[config.mk]
export PLATFORM = sky130hd
export DESIGN_NAME = lbc_bus_interface_unit
export DESIGN_NICKNAME = d
export VERILOG_FILES = /design/src/core/lbc_pkg.sv /design/src/core/lbc_bus_interface_unit.sv
export VERILOG_INCLUDE_DIRS = /design/src /design/src/core
export SDC_FILE = /design/constraint.sdc
export NUM_CORES = 1
export LEC_CHECK = 0
export BUFFER_PORTS_ARGS = -buffer_cell sky130_fd_sc_hd__buf_2
export CAP_MARGIN = 40
export CORE_ASPECT_RATIO = 0.7
export CORE_MARGIN = 2
export CORE_UTILIZATION = 51
export DETAILED_ROUTE_END_ITERATION = 10
export PLACE_DENSITY = 0.95
export SETUP_SLACK_MARGIN = 0.1
export SKIP_LAST_GASP = 1
export SLEW_MARGIN = 30
export SYNTH_ARGS = -nofsm -noshare
export SYNTH_HDL_FRONTEND = slang
export SYNTH_SLANG_ARGS = --single-unit
[constraint.sdc]
create_clock -name i_clock -period 2.8 [get_ports i_clock]
set_input_delay 0.42 -clock i_clock [delete_from_list [all_inputs] [get_ports i_clock]]
set_output_delay 0.42 -clock i_clock [all_outputs]
set_load 0.01 [all_outputs]
[src/core/lbc_defs.svh]
// constants for the local bus interface and clock divider
`ifndef LBC_DEFS_SVH
`define LBC_DEFS_SVH
`define LBC_ADDR_W      20
`define LBC_DATA_W      16
`define LBC_STAT_W      3
`define LBC_MIN_STATES  4
`define LBC_STAT_IDLE   3'h7
`define LBC_STAT_READ   3'h5
`define LBC_STAT_WRITE  3'h6
`endif

[src/core/lbc_pkg.sv]
// types for the local bus interface and clock divider
`default_nettype none
package lbc_pkg;
  typedef enum logic [2:0] {
    LBC_IDLE  = 3'h0,
    LBC_T1    = 3'h1,
    LBC_T2    = 3'h3,
    LBC_T3    = 3'h2,
    LBC_T4    = 3'h6,
    LBC_HOLD  = 3'h4
  } lbc_state_t;
endpackage
`default_nettype wire

[src/core/lbc_bus_interface_unit.sv]
// local bus controller with divide-by-two clock generator and powerdown
`timescale 1ns/100ps
`default_nettype none
`include "lbc_defs.svh"
module lbc_bus_interface_unit #(
  parameter int ADDR_W = `LBC_ADDR_W,
  parameter int DATA_W = `LBC_DATA_W
) (
  input  wire logic              i_clock,
  input  wire logic              i_rst_n,
  input  wire logic              i_powerdown,
  input  wire logic              i_req_valid,
  input  wire logic              i_req_write,
  input  wire logic [ADDR_W-1:0] i_req_addr,
  input  wire logic [DATA_W-1:0] i_req_wdata,
  output logic                   o_req_ready,
  output logic                   o_rd_valid,
  output logic [DATA_W-1:0]      o_rd_data,
  input  wire logic              i_sync_ready_in,
  input  wire logic              i_async_ready_in,
  input  wire logic              i_hold_request,
  output logic                   o_bus_share_grant,
  output logic [ADDR_W-1:0]      o_ad_out,
  output logic                   o_ad_oe,
  input  wire logic [DATA_W-1:0] i_ad_in,
  output logic                   o_rd_strobe_n,
  output logic                   o_wr_strobe_n,
  output logic [2:0]             o_status,
  output logic                   o_ctl_oe,
  output logic                   o_transceiver_data_enable_n,
  output logic                   o_processor_clock_out,
  output logic                   o_phase
);
  lbc_pkg::lbc_state_t state;
  logic                phase;
  logic                clk_out;
  logic                cyc_write;
  logic [ADDR_W-1:0]   cyc_addr;
  logic [DATA_W-1:0]   cyc_wdata;
  logic                ready_any;
  logic                step;

  // status code that the bus shows for a read or a write cycle
  function automatic logic [2:0] cycle_status(input logic wr);
    return wr ? `LBC_STAT_WRITE : `LBC_STAT_READ;
  endfunction

  assign ready_any = i_sync_ready_in | i_async_ready_in;
  // one processor state every second input clock, frozen in powerdown
  assign step      = phase & ~i_powerdown;

  always_ff @(posedge i_clock or negedge i_rst_n) begin
    if (!i_rst_n) begin
      phase   <= 1'b0;
      clk_out <= 1'b0;
    end else if (!i_powerdown) begin
      phase   <= ~phase;
      clk_out <= ~phase;
    end
  end

  always_ff @(posedge i_clock or negedge i_rst_n) begin
    if (!i_rst_n) begin
      state <= lbc_pkg::LBC_IDLE;
    end else if (step) begin
      case (state)
        lbc_pkg::LBC_IDLE: begin
          if (i_hold_request) begin
            state <= lbc_pkg::LBC_HOLD;
          end else if (i_req_valid) begin
            state <= lbc_pkg::LBC_T1;
          end
        end
        lbc_pkg::LBC_T1: state <= lbc_pkg::LBC_T2;
        lbc_pkg::LBC_T2: state <= lbc_pkg::LBC_T3;
        lbc_pkg::LBC_T3: begin
          if (ready_any) begin
            state <= lbc_pkg::LBC_T4;
          end
        end
        lbc_pkg::LBC_T4: state <= lbc_pkg::LBC_IDLE;
        lbc_pkg::LBC_HOLD: begin
          if (!i_hold_request) begin
            state <= lbc_pkg::LBC_IDLE;
          end
        end
        default: state <= lbc_pkg::LBC_IDLE;
      endcase
    end
  end

  always_ff @(posedge i_clock or negedge i_rst_n) begin
    if (!i_rst_n) begin
      cyc_write <= 1'b0;
      cyc_addr  <= '0;
      cyc_wdata <= '0;
    end else if (o_req_ready && i_req_valid) begin
      cyc_write <= i_req_write;
      cyc_addr  <= i_req_addr;
      cyc_wdata <= i_req_wdata;
    end
  end

  always_ff @(posedge i_clock or negedge i_rst_n) begin
    if (!i_rst_n) begin
      o_rd_valid <= 1'b0;
      o_rd_data  <= '0;
    end else begin
      o_rd_valid <= 1'b0;
      if (step && state == lbc_pkg::LBC_T3 && ready_any && !cyc_write) begin
        o_rd_valid <= 1'b1;
        o_rd_data  <= i_ad_in;
      end
    end
  end

  assign o_req_ready = step && state == lbc_pkg::LBC_IDLE && !i_hold_request;
  assign o_bus_share_grant = state == lbc_pkg::LBC_HOLD;
  assign o_processor_clock_out = clk_out;
  assign o_phase = phase;

  always_comb begin
    o_ad_out = cyc_addr;
    o_ad_oe  = 1'b0;
    o_rd_strobe_n = 1'b1;
    o_wr_strobe_n = 1'b1;
    o_status = `LBC_STAT_IDLE;
    o_transceiver_data_enable_n = 1'b1;
    case (state)
      lbc_pkg::LBC_T1: begin
        o_ad_oe  = 1'b1;
        o_status = cycle_status(cyc_write);
      end
      lbc_pkg::LBC_T2, lbc_pkg::LBC_T3: begin
        o_status = cycle_status(cyc_write);
        o_transceiver_data_enable_n = 1'b0;
        if (cyc_write) begin
          o_ad_out      = {{(ADDR_W-DATA_W){1'b0}}, cyc_wdata};
          o_ad_oe       = 1'b1;
          o_wr_strobe_n = 1'b0;
        end else begin
          o_rd_strobe_n = 1'b0;
        end
      end
      default: begin
      end
    endcase
  end

  assign o_ctl_oe = state != lbc_pkg::LBC_HOLD;
endmodule // lbc_bus_interface_unit
`default_nettype wire

==> Yosys cells after proc, flatten, opt, wreduce, memory -nomap -nowiden <==
Index checks and enable logic that the tools add are counted.
Widths: inputs -> output; s select.
{ "word_totals": {"reg_bits": 58, "out_inout_bits": 49, "word_cells": 47} }
{ "op_classes": {"n_eq_ne": 8, "n_mux": 16, "bitwise_logic": 4, "reduce_logical": 12} }
{ "op_table": {"columns": ["op", "n"], "rows": [
  ["$mux 20", 2],
  ["$pmux 3 s5", 1],
  ["$mux 3", 4],
  ["$eq 3x2->1 const B", 2],
  ["$logic_and 1x1->1", 6],
  ["$mux 1", 6],
  ["$ne 3x3->1 const B", 2],
  ["$mux 2", 2],
  ["$ne 2x2->1 const B", 2],
  ["$reduce_and 4->1", 1],
  ["$eq 3x1->1 const B", 1],
  ["$eq 3x3->1 const B", 1],
  ["$logic_not 3->1", 1],
  ["$reduce_or 3->1", 1],
  ["$logic_not 1->1", 2],
  ["$not 1->1", 2],
  ["$pmux 1 s2", 1],
  ["$reduce_or 2->1", 1],
  ["$and 1x1->1", 1],
  ["$or 1x1->1", 1]
]} }

==> Longest topological paths before layout <==
{ "logic_depth": {"word_depth": 6, "mapped_depth": 6, "depth_no_buf": 3} }

==> Least setup slack after synthesis <==
No wires, ideal clock.
{ "synth_path": {"path_kind": "flip-flop to flip-flop", "startpoint": "register state[1]", "endpoint": "register o_rd_data[10]", "setup_ns": 0.125, "arrival_ns": 1.837, "required_ns": 2.675, "setup_slack_ns": 0.838, "path_stages_with_launch": 7, "period_less_slack_ns": 1.962, "cell_sequence": "dfrtp_1 -> buf_4 -> or3b_1 -> or4_1 -> buf_6 -> buf_12 -> mux2_4"} }
{ "synth_between": {"elab_chain_len": 4} }
{ "synth_lines": {"columns": ["element", "line", "source"], "rows": [
  ["from (decl)", "lbc_bus_interface_unit.sv:34", "lbc_pkg::lbc_state_t state;"],
  ["from (signal assigned)", "lbc_bus_interface_unit.sv:64", "state <= lbc_pkg::LBC_IDLE;"],
  ["from (signal assigned)", "lbc_bus_interface_unit.sv:69", "state <= lbc_pkg::LBC_HOLD;"],
  ["from (signal assigned)", "lbc_bus_interface_unit.sv:71", "state <= lbc_pkg::LBC_T1;"],
  ["$eq 3x2->1", "lbc_bus_interface_unit.sv:110", "if (step && state == lbc_pkg::LBC_T3 && ready_any && !cyc_write) begin"],
  ["$logic_and 1x1->1 (3 in series)", "lbc_bus_interface_unit.sv:110", null],
  ["to (signal assigned)", "lbc_bus_interface_unit.sv:112", "o_rd_data <= i_ad_in;"],
  ["to (decl)", "lbc_bus_interface_unit.sv:18", "output logic [DATA_W-1:0] o_rd_data,"]
]} }
No other way between the ends.
A chain may end at the register's enable or synchronous reset.

==> Worst setup path in the final report <==
{ "layout_path": {"startpoint": "register state[2]", "endpoint": "output o_ad_out[11]"} }
{ "layout_between": {"elab_chain_len": 3, "word_cells_on_any_way": 4, "cone_classes": "eq/ne: 2; mux: 1; reduce/logical: 1"} }
{ "layout_lines": {"columns": ["element", "line", "source"], "rows": [
  ["$eq 3x2->1", "lbc_bus_interface_unit.sv:129", "case (state)"],
  ["$reduce_or 2->1 *", "lbc_bus_interface_unit.sv:129", null],
  ["$mux 20 *", "lbc_bus_interface_unit.sv:129", null],
  ["to (decl)", "lbc_bus_interface_unit.sv:23", "output logic [ADDR_W-1:0] o_ad_out,"]
]} }
Mark *: on every way between the ends. The rest lies on a longest branch, timed or not.

==> run metrics <==
outcome finished, final reports clean; Ant. Diodes 0; crit path from state[2]; drt total wl 5060 um; fin. max-slew vios 0; clk_lat worst skew 0.33 ns; number of synthesized flops with an enable pin 0; CTS Root Buffer Type clkbuf_8; CP required roughly 2.4 ns; placed cell areas roughly 3100 um^2; Post-synth ARST share 1.00; # port buffers ~110; reg2reg end o_rd_data[7]; Avg Inst Size Synth 14.8 um^2; DP Wirelength about 3800 um; Max Clk Rate just over 400 MHz; Final Hold Viols 0; CP cell instances nand3b_1 -> buf_4 -> mux2_2 -> buf_2; Post-Layout Inst Area approximately 3300 um^2; Final setup viols 0; Die W 88.4 um; final cell count without fillers approximately 360; R2R cell count 3; CTS tree done; Sink Count 58; Initial Util 0.532; Min-Delay Path Class primary input to asynchronous set/reset pin; Worst Skew ~0.0055 ns; setup tns final 0 ns; Final period util 0.871; Global Route Usage Sum 0.190; Synth area leader dfrtp_1; first-pass GRT wire length between 7000 and 8000 um; Slew @ Worst Pin between 0.8 and 0.9 ns; Synth top cells by count mux2_2, dfrtp_1, mux2_4; drt wl/cell 14.2 um; setup slack, reg-to-reg about 0.53 ns; reg2reg start state[2]; max_cap viols 0; largest net degree at the start of global routing 38; Synth top area share 0.571; storage element area approximately 1500 um^2; flops & latches, synth 58; WP data arrival between 2 and 2.5 ns; Cells after Synth ~170; CP Capture Type output port; H-tree depth 3; RSZ-0062 raised after global routing no; Congestion Overflow GR 0; Setup Fix Bufs, Post-CTS 0; P_leak about 1.7 nW; fillers 380; Max-slew headroom 0.457; First-pass DRT Iterations 4; slowest stage cell, crit path dfrtp_1; DRC errors left 0; placed insts approximately 340; Final #Nets approximately 340; Clock transition at path regs 0.06 ns; total nets after synthesis ~230; share of cells above drive strength 1 0.679; post-cts sizing count 0; CP endpoint o_ad_out[11]; Bufs on Longest Clock Path 2; CTS Buf Count 9; crit-path max cell delay around 0.52 ns; prevailing post-synth register cell dfrtp_1; Seq/Total Area, Yosys 0.571; PwrDens approximately 1100 nW/um^2; routability cong. roughly 0.79; routed via count 1750; Setup CP Type flip-flop to output port; Final ANT Viol Nets 0; 1st-iter DRT viols between 40 and 50; die height about 63 um; Area Overhead vs Synth 30.3%; CP startpoint kind flip-flop; multi-input logic area 1000 um^2; vias in the first global route 1755; maximum vdd ir drop 539 uV; core area between 4000 and 5000 um^2; ranking of synthesized cells by area dfrtp_1, mux2_2, mux2_4; peak fanout along the critical path 15; initial antenna violation count 0; Rows 21; Die Area approximately 5600 um^2; top-count cell post-synth mux2_2; min Tclk post-route about 2.4 ns; Mapped Area approximately 2500 um^2; synth warn 0; IO Count 109; Post-CTS Hold Buffers 0; Synth cell types 28; vias per cell slightly below 5
==> area by class of cell <==
cell class	count	share of cell area
well taps	69	0.0261
flip-flops and latches	58	0.438
inverters	3	0.00340
repair buffers	112	0.179
clock inverters	3	0.00453
multi-input cells	99	0.302
clock buffers	12	0.0468
==> power by group <==
part,switching [W],internal [W]
sequential,0.000225,0.00122
combinational,0.000600,0.000808
clock,0.000294,0.000359
total,0.00112,0.00239
==> per-layer routing <==
layer	global-route usage	vias up	wire, um	part of all wire
li1	-	824	-	-
met1	0.210	839	2050	0.41
met2	0.299	81	2320	0.46
met3	0.105	6	635	0.13
met4	0.0852	0	55	0.011
met5	0	-	0	0
==> sequential cells by signal, indices dropped and copies added, names as in the netlist <==
| name | count |
|---|---|
| cyc_addr | 20 |
| o_processor_clock_out | 1 |
| cyc_write | 1 |
| state | 3 |
| o_rd_valid | 1 |
| o_rd_data | 16 |
| cyc_wdata | 16 |
==> worst max-delay path: cells and delay by family, from the launching register on <==
| kind | cells | cell delay, ns |
|---|---|---|
| flops | 1 | 0.52 |
| mux | 1 | 0.36 |
| simple gates | 1 | 0.37 |
| buf+inv | 2 | 0.45 |
==> worst min path at each step <==
| stage | start | endpoint | cells after the start |
|---|---|---|---|
| finish | i_rst_n | o_rd_data[1] | 1 |
| global route | i_rst_n | o_rd_data[9] | 1 |
| CTS | i_rst_n | o_rd_data[9] | 1 |
| detailed placement | i_rst_n | o_rd_data[1] | 1 |
| global placement | cyc_addr[16] | cyc_addr[16] | 1 |
| floorplan | i_rst_n | cyc_addr[0] | 0 |
==> cell families (layout without fill, tap and decap cells) <==
family / Yosys count / in the layout / synth area share
other: 1 / 1 / 0.00147
AO/OA/AOI/OAI: 5 / 5 / 0.0133
multiplexers: 70 / 70 / 0.323
XOR/XNOR: 1 / 1 / 0.00344
flip-flops: 58 / 58 / 0.571
AND/OR/NAND/NOR: 22 / 22 / 0.0526
buffers and inverters: 15 / 130 / 0.0359
==> through the flow <==
step,hold WS (ns),worst slack [ns],total power [W],utilization
3_5_place_dp,0.361,0.529,0.00289,0.657
6_report,0.0136,0.362,0.00351,0.693
5_1_grt,0.0186,0.238,0.00375,0.693
2_1_floorplan,0.124,0.838,0.00236,-
3_3_place_gp,0.480,0.597,0.00281,0.651
4_1_cts,0.000891,0.334,0.00356,0.693
==> placed cells by master, fill, tap and decap left out, types with 2 or more instances in the layout <==
cell,instances
buf_2,107
mux2_2,60
dfrtp_1,58
clkbuf_8,11
mux2_4,9
nor2_1,6
and2_1,5
buf_4,4
inv_1,3
clkinv_2,3
nand3b_1,2
a21oi_1,2
Power figures use the tool's default switching activity.
